[src/rtl/lacf_pkg.sv]
`default_nettype none
package lacf_pkg;
  localparam int unsigned APB_AW = 12;
  localparam int unsigned NUM_CH = 3;
  localparam logic [APB_AW-1:0] CTRL_OFFSET = 12'h028;
  localparam logic [APB_AW-1:0] STATUS_OFFSET = 12'h02C;
  localparam logic [APB_AW-1:0] CRD_STATUS_OFFSET = 12'h030;
  localparam int unsigned ACK_LIMIT_LSB = 0;
  localparam int unsigned ACK_LIMIT_W = 8;
  localparam int unsigned FLUSH_DELAY_LSB = 8;
  localparam int unsigned FLUSH_DELAY_W = 10;
  localparam logic [ACK_LIMIT_W-1:0] ACK_LIMIT_RESET = 8'h10;
  localparam logic [FLUSH_DELAY_W-1:0] FLUSH_DELAY_RESET = 10'h020;
  localparam int unsigned TIMER_W = 10;
  localparam logic [TIMER_W-1:0] TIMER_MAX = 10'h3FF;
  localparam int unsigned STAT_ACK_LSB = 0;
  localparam int unsigned STAT_FREE_LSB = 8;
  localparam int unsigned STAT_TIMER_LSB = 16;
  localparam int unsigned STAT_FORCE_BIT = 26;
  localparam logic [7:0] HDR_ACK_VALUE = 8'h08;
  localparam logic [7:0] ACK_IDLE_FLOOR = 8'h01;
  localparam logic [7:0] RETRY_BUF_SIZE = 8'hFF;
  localparam logic [7:0] MIN_FREE_TO_SEND = 8'h01;
  localparam logic [7:0] CNT_MAX = 8'hFF;
  localparam real LINK_CLK_MHZ = 40.0;

  typedef struct packed {
    logic [7:0] full_ack;
    logic [NUM_CH-1:0][7:0] crd;
  } lacf_crd_flit_t;

  typedef struct packed {
    logic hdr_ack_bit;
    logic [7:0] full_ack;
  } lacf_rx_ack_t;
endpackage : lacf_pkg
`default_nettype wire

[src/rtl/lacf_top.sv]
`timescale 1ns/1ps
`default_nettype none
module lacf_top (
  input wire logic pclk,
  input wire logic presetn,
  input wire logic psel,
  input wire logic penable,
  input wire logic pwrite,
  input wire logic [lacf_pkg::APB_AW-1:0] paddr,
  input wire logic [31:0] pwdata,
  input wire logic [3:0] pstrb,
  output logic [31:0] prdata,
  output logic pready,
  output logic pslverr,
  input wire logic tx_flit_stored,
  input wire logic rx_ack_valid,
  input wire lacf_pkg::lacf_rx_ack_t rx_ack,
  input wire logic rx_retryable_flit,
  input wire logic [lacf_pkg::NUM_CH-1:0] crd_inc,
  input wire logic hdr_flit_send,
  input wire logic other_ll_pending,
  input wire logic tx_slot_free,
  output logic tx_room,
  output logic hdr_ack_bit,
  output logic force_req,
  output logic credit_flit_fire,
  output logic credit_flit_valid,
  output lacf_pkg::lacf_crd_flit_t credit_flit
);
  import lacf_pkg::*;

  // Clamped add/subtract so counters never wrap on bursty traffic
  function automatic logic [7:0] upd8(input logic [7:0] cur, input logic [7:0] add,
                                      input logic [7:0] sub);
    logic [9:0] t;
    t = {2'b00, cur} + {2'b00, add};
    if (t < {2'b00, sub}) begin
      upd8 = 8'h00;
    end else if ((t - {2'b00, sub}) > {2'b00, CNT_MAX}) begin
      upd8 = CNT_MAX;
    end else begin
      upd8 = 8'(t - {2'b00, sub});
    end
  endfunction : upd8

  logic [ACK_LIMIT_W-1:0] ack_limit;
  logic [FLUSH_DELAY_W-1:0] flush_delay;
  logic [7:0] pend_ack;
  logic [NUM_CH-1:0][7:0] pend_crd;
  logic [7:0] free_retry_entries;
  logic [TIMER_W-1:0] idle_timer;
  logic [TIMER_W-1:0] next_idle_timer;
  logic [7:0] next_pend_ack;
  logic [NUM_CH-1:0][7:0] next_pend_crd;
  logic [7:0] next_free;
  logic [7:0] rx_ack_amount;
  logic [7:0] ack_dec;
  logic hdr_ack_sent;
  logic sending_ackcrd;
  logic any_crd;
  logic apb_setup;
  logic apb_write;
  logic addr_hit;
  logic [31:0] rd_value;
  logic [31:0] ctrl_word;
  logic [31:0] ctrl_merged;

  // Link-layer clock is pclk here; one flit slot per cycle
  // Room means more than one free entry: a full and empty buffer look alike
  assign tx_room = free_retry_entries > MIN_FREE_TO_SEND;

  assign hdr_ack_bit = pend_ack >= HDR_ACK_VALUE;
  assign hdr_ack_sent = hdr_flit_send && hdr_ack_bit;

  assign force_req = (idle_timer >= flush_delay) || (pend_ack >= ack_limit);

  // Lowest priority slot user; waiting is safe because the timer holds
  assign credit_flit_fire = force_req && tx_slot_free && !other_ll_pending
                            && !hdr_flit_send && tx_room;

  assign sending_ackcrd = credit_flit_fire || hdr_ack_sent;
  assign any_crd = |pend_crd;

  always_comb begin
    rx_ack_amount = 8'h00;
    if (rx_ack_valid) begin
      rx_ack_amount = rx_ack.hdr_ack_bit ? HDR_ACK_VALUE : rx_ack.full_ack;
    end
  end

  always_comb begin
    next_free = upd8(free_retry_entries, rx_ack_amount, {7'h00, tx_flit_stored});
  end

  always_comb begin
    ack_dec = 8'h00;
    if (credit_flit_fire) begin
      ack_dec = pend_ack;
    end else if (hdr_ack_sent) begin
      ack_dec = HDR_ACK_VALUE;
    end
    next_pend_ack = upd8(pend_ack, {7'h00, rx_retryable_flit}, ack_dec);
  end

  always_comb begin
    for (int i = 0; i < NUM_CH; i++) begin
      // Credits arriving in the firing cycle stay pending, not lost
      next_pend_crd[i] = upd8(pend_crd[i], {7'h00, crd_inc[i]},
                              credit_flit_fire ? pend_crd[i] : 8'h00);
    end
  end

  always_comb begin
    next_idle_timer = '0;
    if (sending_ackcrd) begin
      next_idle_timer = '0;
    end else if ((pend_ack > ACK_IDLE_FLOOR) || any_crd) begin
      // Floor of one keeps an idle link from ping-ponging acks forever
      if (idle_timer != TIMER_MAX) begin
        next_idle_timer = idle_timer + 10'h001;
      end else begin
        next_idle_timer = idle_timer;
      end
    end
  end

  always_ff @(posedge pclk or negedge presetn) begin
    if (!presetn) begin
      idle_timer <= '0;
    end else begin
      idle_timer <= next_idle_timer;
    end
  end

  always_ff @(posedge pclk or negedge presetn) begin
    if (!presetn) begin
      pend_ack <= 8'h00;
      pend_crd <= '0;
    end else begin
      pend_ack <= next_pend_ack;
      pend_crd <= next_pend_crd;
    end
  end

  always_ff @(posedge pclk or negedge presetn) begin
    if (!presetn) begin
      free_retry_entries <= RETRY_BUF_SIZE;
    end else begin
      free_retry_entries <= next_free;
    end
  end

  always_ff @(posedge pclk or negedge presetn) begin
    if (!presetn) begin
      credit_flit_valid <= 1'b0;
      credit_flit <= '0;
    end else begin
      credit_flit_valid <= credit_flit_fire;
      if (credit_flit_fire) begin
        credit_flit.full_ack <= pend_ack;
        credit_flit.crd <= pend_crd;
      end
    end
  end

  // APB slave, zero wait states; read data captured in the setup cycle
  assign pready = 1'b1;
  assign apb_setup = psel && !penable;
  assign apb_write = psel && penable && pwrite;
  assign addr_hit = (paddr == CTRL_OFFSET) || (paddr == STATUS_OFFSET)
                    || (paddr == CRD_STATUS_OFFSET);

  always_comb begin
    ctrl_word = 32'h0000_0000;
    ctrl_word[ACK_LIMIT_LSB +: ACK_LIMIT_W] = ack_limit;
    ctrl_word[FLUSH_DELAY_LSB +: FLUSH_DELAY_W] = flush_delay;
    for (int b = 0; b < 4; b++) begin
      ctrl_merged[b*8 +: 8] = pstrb[b] ? pwdata[b*8 +: 8] : ctrl_word[b*8 +: 8];
    end
  end

  always_comb begin
    rd_value = 32'h0000_0000;
    case (paddr)
      CTRL_OFFSET: begin
        rd_value = ctrl_word;
      end
      STATUS_OFFSET: begin
        rd_value[STAT_ACK_LSB +: 8] = pend_ack;
        rd_value[STAT_FREE_LSB +: 8] = free_retry_entries;
        rd_value[STAT_TIMER_LSB +: TIMER_W] = idle_timer;
        rd_value[STAT_FORCE_BIT] = force_req;
      end
      CRD_STATUS_OFFSET: begin
        rd_value[NUM_CH*8-1:0] = pend_crd;
      end
      default: begin
        rd_value = 32'h0000_0000;
      end
    endcase
  end

  always_ff @(posedge pclk or negedge presetn) begin
    if (!presetn) begin
      prdata <= 32'h0000_0000;
      pslverr <= 1'b0;
    end else if (apb_setup) begin
      prdata <= pwrite ? 32'h0000_0000 : rd_value;
      pslverr <= !addr_hit;
    end
  end

  // Sticky fields: only presetn clears them; no soft reset exists here
  // Values below the recommended minimum are stored as written
  always_ff @(posedge pclk or negedge presetn) begin
    if (!presetn) begin
      ack_limit <= ACK_LIMIT_RESET;
      flush_delay <= FLUSH_DELAY_RESET;
    end else if (apb_write && (paddr == CTRL_OFFSET)) begin
      ack_limit <= ctrl_merged[ACK_LIMIT_LSB +: ACK_LIMIT_W];
      flush_delay <= ctrl_merged[FLUSH_DELAY_LSB +: FLUSH_DELAY_W];
    end
  end
endmodule : lacf_top
`default_nettype wire

[config.mk]
export PLATFORM = sky130hd
export DESIGN_NAME = lacf_top
export DESIGN_NICKNAME = d
export VERILOG_FILES = /design/src/rtl/lacf_pkg.sv /design/src/rtl/lacf_top.sv
export SDC_FILE = /design/constraint.sdc
export NUM_CORES = 1
export LEC_CHECK = 0
export ABC_AREA = 1
export BUFFER_PORTS_ARGS = -buffer_cell sky130_fd_sc_hd__buf_2
export CAP_MARGIN = 20
export CORE_ASPECT_RATIO = 0.5
export CORE_MARGIN = 5
export CORE_UTILIZATION = 35
export CTS_BUF_LIST = sky130_fd_sc_hd__clkbuf_8
export DETAILED_ROUTE_END_ITERATION = 10
export RECOVER_POWER = 25
export SYNTH_ARGS = -nofsm -noshare
export SYNTH_HDL_FRONTEND = slang
export SYNTH_SLANG_ARGS = --single-unit
[constraint.sdc]
create_clock -name pclk -period 3.3 [get_ports pclk]
set_input_delay 0.165 -clock pclk [delete_from_list [all_inputs] [get_ports pclk]]
set_output_delay 0.165 -clock pclk [all_outputs]
set_load 0.01 [all_outputs]
Word level (Yosys, flattened, before mapping)
Cells that the tools add are included.
{"block": "totals", "register_bits": 134, "input_bits": 71}
{"block": "classes", "n_addsub": 11, "n_lt_le_gt_ge": 15, "eq_ne": 5, "n_mux": 23, "n_reduce_logical": 22}
{"op": "8-bit two-way mux", "n": 16}
{"op": "24-bit case mux with 3 select lines", "n": 1}
{"op": "10-bit by 8-bit greater-than comparator with 1-bit output (second input constant)", "n": 5}
{"op": "9-bit by 8-bit subtractor with 10-bit output", "n": 4}
{"op": "8-bit by 1-bit adder with 9-bit output", "n": 4}
{"op": "12-bit by 6-bit == test with 1-bit output (second input constant)", "n": 3}
{"op": "9-bit by 8-bit < comparator with 1-bit output", "n": 4}
{"op": "10-bit two-way mux", "n": 3}
{"op": "27-bit two-way mux", "n": 1}
{"op": "24-bit OR reduction", "n": 1}
{"op": "8-bit by 1-bit greater-than comparator with 1-bit output (second input constant)", "n": 2}
{"op": "10-bit by 1-bit adder with 10-bit output (second input constant)", "n": 1}
{"op": "10-bit >= comparator", "n": 1}
{"op": "10-bit != test (second input constant)", "n": 1}
{"op": "9-bit by 1-bit subtractor with 10-bit output", "n": 1}
{"op": "8-bit by 8-bit adder with 9-bit output", "n": 1}
{"op": "1-bit logical AND", "n": 9}
{"op": "9-bit by 1-bit < comparator with 1-bit output", "n": 1}
{"op": "8-bit by 4-bit >= comparator with 1-bit output (second input constant)", "n": 1}
{"op": "8-bit >= comparator", "n": 1}
{"op": "2-bit AND reduction", "n": 3}
{"op": "1-bit logical OR", "n": 5}
{"op": "1-bit logical NOT", "n": 4}
{"op": "4-bit two-way mux", "n": 1}
{"op": "2 further kinds", "n": 2}

Longest topological paths before layout
Gate-level depths: netlist (run 1).
{"block": "logic_depth", "word_depth": 11, "depth_mapped": 24, "ltp_nobuf": 23}

Least setup slack after synthesis (run 1)
Ideal clock, no wire load.
{"block": "synth_timing", "kind": "reg-to-reg", "from": "register flush_delay[5]", "to": "register pend_ack[7]", "setup_time_ps": 120, "arrival_ps": 3047, "setup_slack_ps": 134, "path_stages_with_launch": 18, "synth_period_minus_slack_ps": 3166, "path_cell_list": "dfstp_2 > inv_1 > ha_1 > nand2_1 > o21ai_0 > nand2_1 > nand4_1 > clkbuf_1 > nand3_1 > fa_1 > a21oi_1 > o21ai_0 > nand4_1 > nand2_1 > nand2_1 > nand3_1 > o21ai_0 > inv_1"}
{"block": "synth_between", "elab_chain_cells": 11}
{"element": "start: declaration", "line_no": "lacf_top.sv:47", "rtl": "logic [FLUSH_DELAY_W-1:0] flush_delay;"}
{"element": "start signal: assignment", "line_no": "lacf_top.sv:221", "rtl": "flush_delay <= ctrl_merged[FLUSH_DELAY_LSB +: FLUSH_DELAY_W];"}
{"element": "10-bit >= comparator (*)", "line_no": "lacf_top.sv:75", "rtl": "assign force_req = (idle_timer >= flush_delay) || (pend_ack >= ack_limit);"}
{"element": "1-bit logical OR (*)", "line_no": "lacf_top.sv:75"}
{"element": "via force_req", "line_no": "lacf_top.sv:25", "rtl": "output logic force_req,"}
{"element": "1-bit logical AND (*) (2 in a row)", "line_no": "lacf_top.sv:78", "rtl": "assign credit_flit_fire = force_req && tx_slot_free && !other_ll_pending"}
{"element": "1-bit logical AND (*) (2 in a row)", "line_no": "lacf_top.sv:79", "rtl": "&& !hdr_flit_send && tx_room;"}
{"element": "8-bit two-way mux (*)", "line_no": "lacf_top.sv:97", "rtl": "if (credit_flit_fire) begin"}
{"element": "9-bit by 8-bit subtractor with 10-bit output", "line_no": "lacf_top.sv:42", "rtl": "upd8 = 8'(t - {2'b00, sub});"}
{"element": "10-bit by 8-bit greater-than comparator with 1-bit output", "line_no": "lacf_top.sv:39", "rtl": "end else if ((t - {2'b00, sub}) > {2'b00, CNT_MAX}) begin"}
{"element": "8-bit two-way mux", "line_no": "lacf_top.sv:39"}
{"element": "8-bit two-way mux (*)", "line_no": "lacf_top.sv:37", "rtl": "if (t < {2'b00, sub}) begin"}
{"element": "via next_pend_ack[7]", "line_no": "lacf_top.sv:53", "rtl": "logic [7:0] next_pend_ack;"}
{"element": "end signal: assignment", "line_no": "lacf_top.sv:140", "rtl": "pend_ack <= next_pend_ack;"}
{"element": "end: declaration", "line_no": "lacf_top.sv:48", "rtl": "logic [7:0] pend_ack;"}
The timed path passes the listed nets; every way through them passes the cells marked *.
A chain may end at the register's enable or synchronous reset.

Worst setup path after layout (run 1)
{"block": "layout_timing", "from": "register pend_ack[0]", "to": "register pend_ack[5]"}
{"block": "layout_between", "elab_chain_cells": 11}
{"element": "8-bit >= comparator", "line_no": "lacf_top.sv:75"}
{"element": "1-bit logical OR", "line_no": "lacf_top.sv:75"}
{"element": "1-bit logical AND (2 in a row)", "line_no": "lacf_top.sv:78"}
{"element": "1-bit logical AND (2 in a row)", "line_no": "lacf_top.sv:79"}
{"element": "8-bit two-way mux", "line_no": "lacf_top.sv:97"}
{"element": "9-bit by 8-bit subtractor with 10-bit output", "line_no": "lacf_top.sv:42"}
{"element": "10-bit by 8-bit greater-than comparator with 1-bit output", "line_no": "lacf_top.sv:39"}
{"element": "8-bit two-way mux", "line_no": "lacf_top.sv:39"}
{"element": "8-bit two-way mux (*)", "line_no": "lacf_top.sv:37"}
{"element": "via next_pend_ack[5]", "line_no": "lacf_top.sv:53"}
Marked as above.

==> impl_metrics.json, run 1 <==
{
  "fin_cells": 1730,
  "dp.final_hpwl_microns": 20100,
  "netlist_instances": 1136,
  "finalMaxSlewViolations": 64,
  "slowest_stage": "dfrtp_1",
  "die_w_microns": 235,
  "ys_seq_elements": 129,
  "r2r_start": "pend_ack[0]$_DFF_PN0_",
  "clk_path_buf_depth": 2,
  "antenna_found_initial": 0,
  "ctsRootBufferMaster": "clkbuf_8",
  "ff2ff_setup_slack_ps": 90,
  "drc_errors": 0,
  "wire_per_inst_microns": 15.4,
  "core.rowCount": 41,
  "die_area_sq_um": 28700,
  "r2r_end": "pend_ack[5]$_DFF_PN0_",
  "post-route-period-util": 0.972,
  "hold_class": "input port to register",
  "synthesis.area_sq_um": 8830,
  "clkSlewWorstSetupHoldPaths_ps": 100,
  "synth_edf_count": 0,
  "cp.arrival_ps": 3560,
  "yosysUniqueCellTypes": 46,
  "synth_seq_area_share": 0.367,
  "grtUsageTotal": 0.183,
  "fp.dieH_microns": 122,
  "fin_crit_ps": 3210,
  "crit_buf_inv": 5,
  "synth.top_cell.area_share": 0.337,
  "htreeDepth": 4,
  "crit_type": "register to register",
  "synth.area.top_cells": "dfrtp_1 (34%), nand2_1 (10%), ha_1 (9.8%)",
  "place_inst": 1667,
  "drtPass1Iterations": 5,
  "insertion_delay_ps": 460,
  "holdPathStages": 3,
  "end_kind": "register",
  "grt_pass1_vias": 8515,
  "drv_cap": 1,
  "coreArea_sq_um": 25000,
  "ys_warn_count": 0,
  "hold_viol_final": 0,
  "slowest_delay_ps": 400,
  "switchingPower_uw": 4820,
  "antenna_left": 0,
  "vias_per_cell": 4.96,
  "nets": 1518,
  "diodes": 0,
  "min_to": "flush_delay[9]$_DFFE_PN0P_",
  "synth-main-ff-cell": "dfrtp_1",
  "cts_tree": "yes",
  "start_kind": "register",
  "drive_above_1_share": 0.282,
  "violations": "capacitance limit, slew limit",
  "switching_share": 0.472,
  "worstPathCellList": "inv_2 > ha_4 > inv_1 > nand2_1 > a21oi_2 > o21ai_2 > a21oi_2 > nand4_1 > buf_6 > buf_12 > nand3_1 > ha_1 > a21oi_2 > nand2_1 > nand2_1 > nand3_1 > nand2_1 > nand2_1 > buf_4 > a31oi_2",
  "power_frac_clock": 0.142,
  "worstPathRequired_ps": 3650,
  "leakage_uw": 0.00583,
  "port-buffer-count": 120,
  "cts_made_buffers": 17,
  "fin_skew_ps": 21.3,
  "r2r_cells": 20,
  "synth_area_per_cell_sq_um": 7.77,
  "setup_tns_ps": 0,
  "rsz0062_at_grt": "yes",
  "cts.sinks": 129,
  "grt_pass1_wl_microns": 42200,
  "path_delay_family": "compound AO/OA/AOI/OAI gates",
  "crit_top_cell": "nand2_1",
  "area_growth_pct": 31.8,
  "drt-total-wl_microns": 26600,
  "status": "complete, but fails checks",
  "gp_congestion": 0.975,
  "ir_drop_uv": 292,
  "start_util": 0.353,
  "relSlewSlack": -0.116,
  "fmax_mhz": 312,
  "vias": 8589,
  "synth_area_leader_cell": "dfrtp_1",
  "grt_max_degree": 65,
  "p_seq_frac": 0.251,
  "comb_power_share": 0.607,
  "io_pins": 142,
  "setup_violations": 0,
  "hp-start": "pstrb[2]",
  "grt-ovfl-total": 0,
  "intPower_uw": 5390,
  "power_density_nw_per_um2": 877,
  "worst_slew_pin_slew_ps": 1670,
  "worst-path-max-fanout": 15,
  "drt_iter0_markers": 604,
  "synthArstFlopShare": 1.00
}
## how the worst max path moves through the flow
stage,depth (start not counted),slack (ps),from,end
after floorplan,17,130,flush_delay[5]$_DFFE_PN1P_,pend_ack[7]$_DFF_PN0_
after global placement,20,-190,pend_ack[0]$_DFF_PN0_,pend_crd[7]$_DFF_PN0_
after detailed placement,20,-220,pend_ack[0]$_DFF_PN0_,pend_crd[7]$_DFF_PN0_
after CTS,20,2,flush_delay[5]$_DFFE_PN1P_,pend_crd[10]$_DFF_PN0_
after global routing,20,-110,flush_delay[5]$_DFFE_PN1P_,pend_ack[7]$_DFF_PN0_
final,20,90,pend_ack[0]$_DFF_PN0_,pend_ack[5]$_DFF_PN0_
## power groups by stage
stage	Combinational, uW	Sequential [uW]	Clock, uW
2_1_floorplan	3500	2550	0
3_3_place_gp	5310	2550	0
3_5_place_dp	5410	2560	0
4_1_cts	5590	2540	1480
5_1_grt	6920	2610	1550
6_report	6190	2560	1450
## flip-flops by register name, indices dropped and copies added, names as in the netlist
name,cells
free_retry_entries,8
credit_flit,32
pend_crd,24
pslverr,1
pend_ack,8
ack_limit,8
idle_timer,10
credit_flit_valid,1
prdata,27
flush_delay,10
## stage by stage
| stage | area [sq um] | power, uW | worst slack [ps] | hold slack, ps | util |
|---|---|---|---|---|---|
| after floorplan | 8840 | 6060 | 134 | -131 | - |
| after global placement | 10400 | 7870 | -192 | 312 | 0.416 |
| after detailed placement | 10400 | 7970 | -219 | 324 | 0.416 |
| after CTS | 11100 | 9610 | 2.35 | 73.2 | 0.445 |
| after global routing | 11600 | 11100 | -113 | 70.1 | 0.465 |
| final | 11600 | 10200 | 93.3 | 96.6 | 0.465 |
## placed cells by master (no fill, tap or decap), types with 5 or more instances in the layout
cell / n
conb_1: 6
inv_8: 8
inv_2: 12
nor2_4: 5
clkbuf_8: 17
nand3_4: 6
nand2_1: 237
ha_4: 16
ha_1: 50
dfstp_2: 10
dlygate4sd3_1: 20
buf_2: 106
a31oi_1: 13
xnor2_1: 9
nand3_1: 79
inv_1: 163
a21oi_1: 45
nand3_2: 22
xor2_1: 32
nor3_1: 11
nand3b_1: 5
mux2_2: 18
buf_4: 93
nand2_2: 13
a21oi_2: 13
o21ai_0: 31
o21ai_1: 19
nor2_1: 80
clkbuf_1: 13
nor4_1: 8
o22ai_1: 15
nand4_1: 21
dfrtp_1: 119
o21ai_2: 5
## cells in the mapped netlist (3+ instances only)
cell,number
nor2_4,3
nor4_1,8
or2_2,3
a21o_1,4
mux2_2,18
buf_2,11
xor2_1,32
buf_4,6
a21oi_1,58
o21bai_1,3
nand4_1,21
nand3b_1,5
nor3_4,4
nand3_1,100
nor3_1,11
fa_1,5
o21ai_0,43
dfstp_2,10
nand3_4,4
nand2_1,243
xnor2_1,9
clkbuf_1,8
o21ai_1,12
a31oi_1,17
dfrtp_1,119
nor2_1,84
nand2_2,9
inv_2,4
nor3_2,3
o22ai_1,15
inv_1,173
ha_1,69
nand3_2,3
## worst register-to-register path, cell delays in order (launching register included)
cell and delay [ps]:
dfrtp_1 400, inv_2 100, ha_4 200, inv_1 40, nand2_1 50, a21oi_2 140
o21ai_2 70, a21oi_2 180, nand4_1 140, buf_6 170, buf_12 150, nand3_1 110
ha_1 300, a21oi_2 180, nand2_1 90, nand2_1 80, nand3_1 130, nand2_1 90
nand2_1 80, buf_4 160, a31oi_2 240
## final cells by class
| type | count | area [sq um] |
|---|---|---|
| Clock buffer | 17 | 234 |
| Multi-Input combinational cell | 806 | 5280 |
| Fill cell | 2453 | 13400 |
| Inverter | 179 | 677 |
| Clock inverter | 15 | 179 |
| Sequential cell | 129 | 3240 |
| Timing Repair Buffer | 240 | 1600 |
| Tap cell | 344 | 430 |
## logic make-up (layout without fill, tap and decap cells)
kind of cell             after synthesis  in the layout  synth area share
AND/OR/NAND/NOR                      506            506             0.266
buffers and inverters                205            451            0.0921
AO/OA/AOI/OAI                        160            160            0.0996
flip-flops                           129            129             0.367
adder cells (fa/ha/maj)               74             74             0.109
XOR/XNOR                              42             42            0.0425
multiplexers                          18             18            0.0230
other                                  2              6          0.000851
## per-layer routing
metal,wire (microns),GRT usage
met2,13400,0.323
met1,11600,0.235
met5,0,0
met3,997,0.0250
met4,561,0.0597
## what timing repair did
action	in CTS	in global routing
cloned	1	0
endpoints found under the hold margin	72	0
pin swaps	2	34
gates resized for setup	20	98
buffers inserted	2	8
hold buffers	20	0
endpoints found under the setup margin	32	32
Note: power is estimated with default switching activity, not from simulation.
==> run 2, diff against run 1 <==
CTS_BUF_LIST = sky130_fd_sc_hd__clkbuf_4   (was sky130_fd_sc_hd__clkbuf_8)
==> run 2 against run 1 <==
- the flow still finishes with violations (capacitance limit, slew limit)
- critical path depth did not move
- clock power fell by 17%
- final area rose by 0.40%
- critical path type unchanged
- critical endpoint unchanged
==> impl_metrics.json, run 2 (same netlist as run 1, synthesis figures left out) <==
{
  "cp.arrival_ps": 3720,
  "regMostFlops": "credit_flit",
  "hold_class": "input port to register",
  "antenna_left": 0,
  "drtPass1Iterations": 5,
  "wire_per_inst_microns": 15.6,
  "final_common_cell": "nand2_1",
  "cts.sinks": 129,
  "fp.dieH_microns": 122,
  "vias": 8691,
  "cts_made_buffers": 17,
  "hold_viol_final": 0,
  "grt_pass1_vias": 8563,
  "finalPower_uw": 10100,
  "fin_area_sq_um": 11700,
  "start_kind": "register",
  "grtUsageTotal": 0.184,
  "r2r_end": "pend_ack[5]$_DFF_PN0_",
  "grt_max_degree": 65,
  "slowest_stage": "dfrtp_1",
  "worst-path-max-fanout": 15,
  "die_area_sq_um": 28700,
  "fin_crit_ps": 3250,
  "fmax_mhz": 308,
  "setup_tns_ps": 0,
  "dpl-instance-area_sq_um": 10400,
  "r2r_start": "pend_ack[0]$_DFF_PN0_",
  "nets": 1526,
  "fin_skew_ps": 37.3,
  "core.rowCount": 41,
  "insertion_delay_ps": 590,
  "path_delay_family": "compound AO/OA/AOI/OAI gates",
  "htreeDepth": 4,
  "holdPathStages": 5,
  "rsz0062_at_grt": "yes",
  "relSlewSlack": -0.0766,
  "post-route-period-util": 0.985,
  "crit_buf_inv": 5,
  "drive_above_1_share": 0.302,
  "cts_tree": "yes",
  "r2r_cells": 20,
  "largest_reg_flops": 32,
  "slowest_delay_ps": 420,
  "drv_cap": 1,
  "grt_pass1_wl_microns": 42400,
  "drt_iter0_markers": 612,
  "whs_ps": 37.3,
  "crit_type": "register to register",
  "port-buffer-count": 120,
  "reg_top3": "credit_flit: 32 flops, prdata: 27 flops, pend_crd: 24 flops",
  "ir_drop_uv": 330,
  "coreArea_sq_um": 25000,
  "antenna_found_initial": 1,
  "setup_violations": 0,
  "hp-start": "penable",
  "grt-ovfl-total": 0,
  "die_w_microns": 235,
  "status": "complete, but fails checks",
  "ctsRootBufferMaster": "clkbuf_4",
  "power_density_nw_per_um2": 867,
  "min_to": "prdata[18]$_DFFE_PN0P_",
  "leakage_uw": 0.00590,
  "end_kind": "register",
  "clk_path_buf_depth": 2,
  "worst_slew_pin_slew_ps": 1610,
  "dp.final_hpwl_microns": 20100,
  "start_util": 0.353,
  "gp_congestion": 0.975,
  "finalMaxSlewViolations": 65,
  "utilization": 0.467,
  "io_pins": 142,
  "clkSlewWorstSetupHoldPaths_ps": 150,
  "violations": "capacitance limit, slew limit",
  "vias_per_cell": 5.00,
  "fillCellCount": 2467,
  "worstPathRequired_ps": 3770,
  "crit_top_cell": "nand2_1",
  "ff2ff_setup_slack_ps": 50,
  "area_growth_pct": 32.3,
  "drc_errors": 0,
  "mostFrequentLayoutCells": "nand2_1 (235), inv_1 (160), dfrtp_1 (119), buf_2 (119), buf_4 (91)",
  "drt-total-wl_microns": 27000,
  "worstPathCellList": "inv_2 > ha_4 > inv_2 > nand2_1 > a21oi_2 > o21ai_2 > a21oi_2 > nand4_1 > buf_6 > buf_12 > nand3_1 > ha_2 > a21oi_2 > nand2_1 > nand2_1 > nand3_1 > nand2_1 > nand2_1 > buf_4 > a31oi_2"
}
run 2: timing repair:
item,4_1_cts,5_1_grt
gates resized for setup,23,111
setup buffers,1,8
endpoints found under the hold margin,73,0
pin swaps,3,45
hold buffers,30,0
endpoints found under the setup margin,32,32
gates cloned,1,0
run 2: worst reg2reg max path: stages, from the launching register on:
cell,delay (ps)
dfrtp_1,420
inv_2,100
ha_4,200
inv_2,40
nand2_1,50
a21oi_2,140
o21ai_2,80
a21oi_2,190
nand4_1,150
buf_6,180
buf_12,150
nand3_1,110
ha_2,330
a21oi_2,160
nand2_1,100
nand2_1,90
nand3_1,110
nand2_1,80
nand2_1,80
buf_4,160
a31oi_2,250
run 2: final cells by class:
| type | count | area, sq um | area share |
|---|---|---|---|
| clock buffers | 17 | 128 | 0.0109 |
| diodes | 1 | 2.50 | 0.000214 |
| clock inverters | 15 | 179 | 0.0153 |
| multi-input cells | 806 | 5340 | 0.457 |
| repair buffers | 248 | 1690 | 0.144 |
| inverters | 179 | 677 | 0.0579 |
| flip-flops and latches | 129 | 3240 | 0.277 |
| well taps | 344 | 430 | 0.0368 |
run 2: stage by stage:
step / cells / worst slack (ps)
floorplan: 1140 / 134
global placement: 1667 / -192
detailed placement: 1667 / -219
CTS: 1731 / 11.6
global route: 1739 / -112
finish: 1739 / 50.4
run 2: routing by layer:
layer  share of wire  track usage
met4           0.021       0.0528
met2            0.51        0.326
met1            0.43        0.236
met3           0.038       0.0268
met5               0            0
run 2: worst max-delay path by stage:
stage / cells after the start / to / startpoint
after floorplan: 17 / pend_ack[7]$_DFF_PN0_ / flush_delay[5]$_DFFE_PN1P_
after global placement: 20 / pend_crd[7]$_DFF_PN0_ / pend_ack[0]$_DFF_PN0_
after detailed placement: 20 / pend_crd[7]$_DFF_PN0_ / pend_ack[0]$_DFF_PN0_
after CTS: 20 / pend_crd[7]$_DFF_PN0_ / flush_delay[5]$_DFFE_PN1P_
after global routing: 22 / pend_crd[22]$_DFF_PN0_ / ack_limit[7]$_DFFE_PN0P_
final: 20 / pend_ack[5]$_DFF_PN0_ / pend_ack[0]$_DFF_PN0_
run 2: power by group:
part	switching, uW	total, uW	internal [uW]
logic	3670	6370	2700
registers	455	2550	2100
clock network	774	1200	427
total	4900	10100	5220
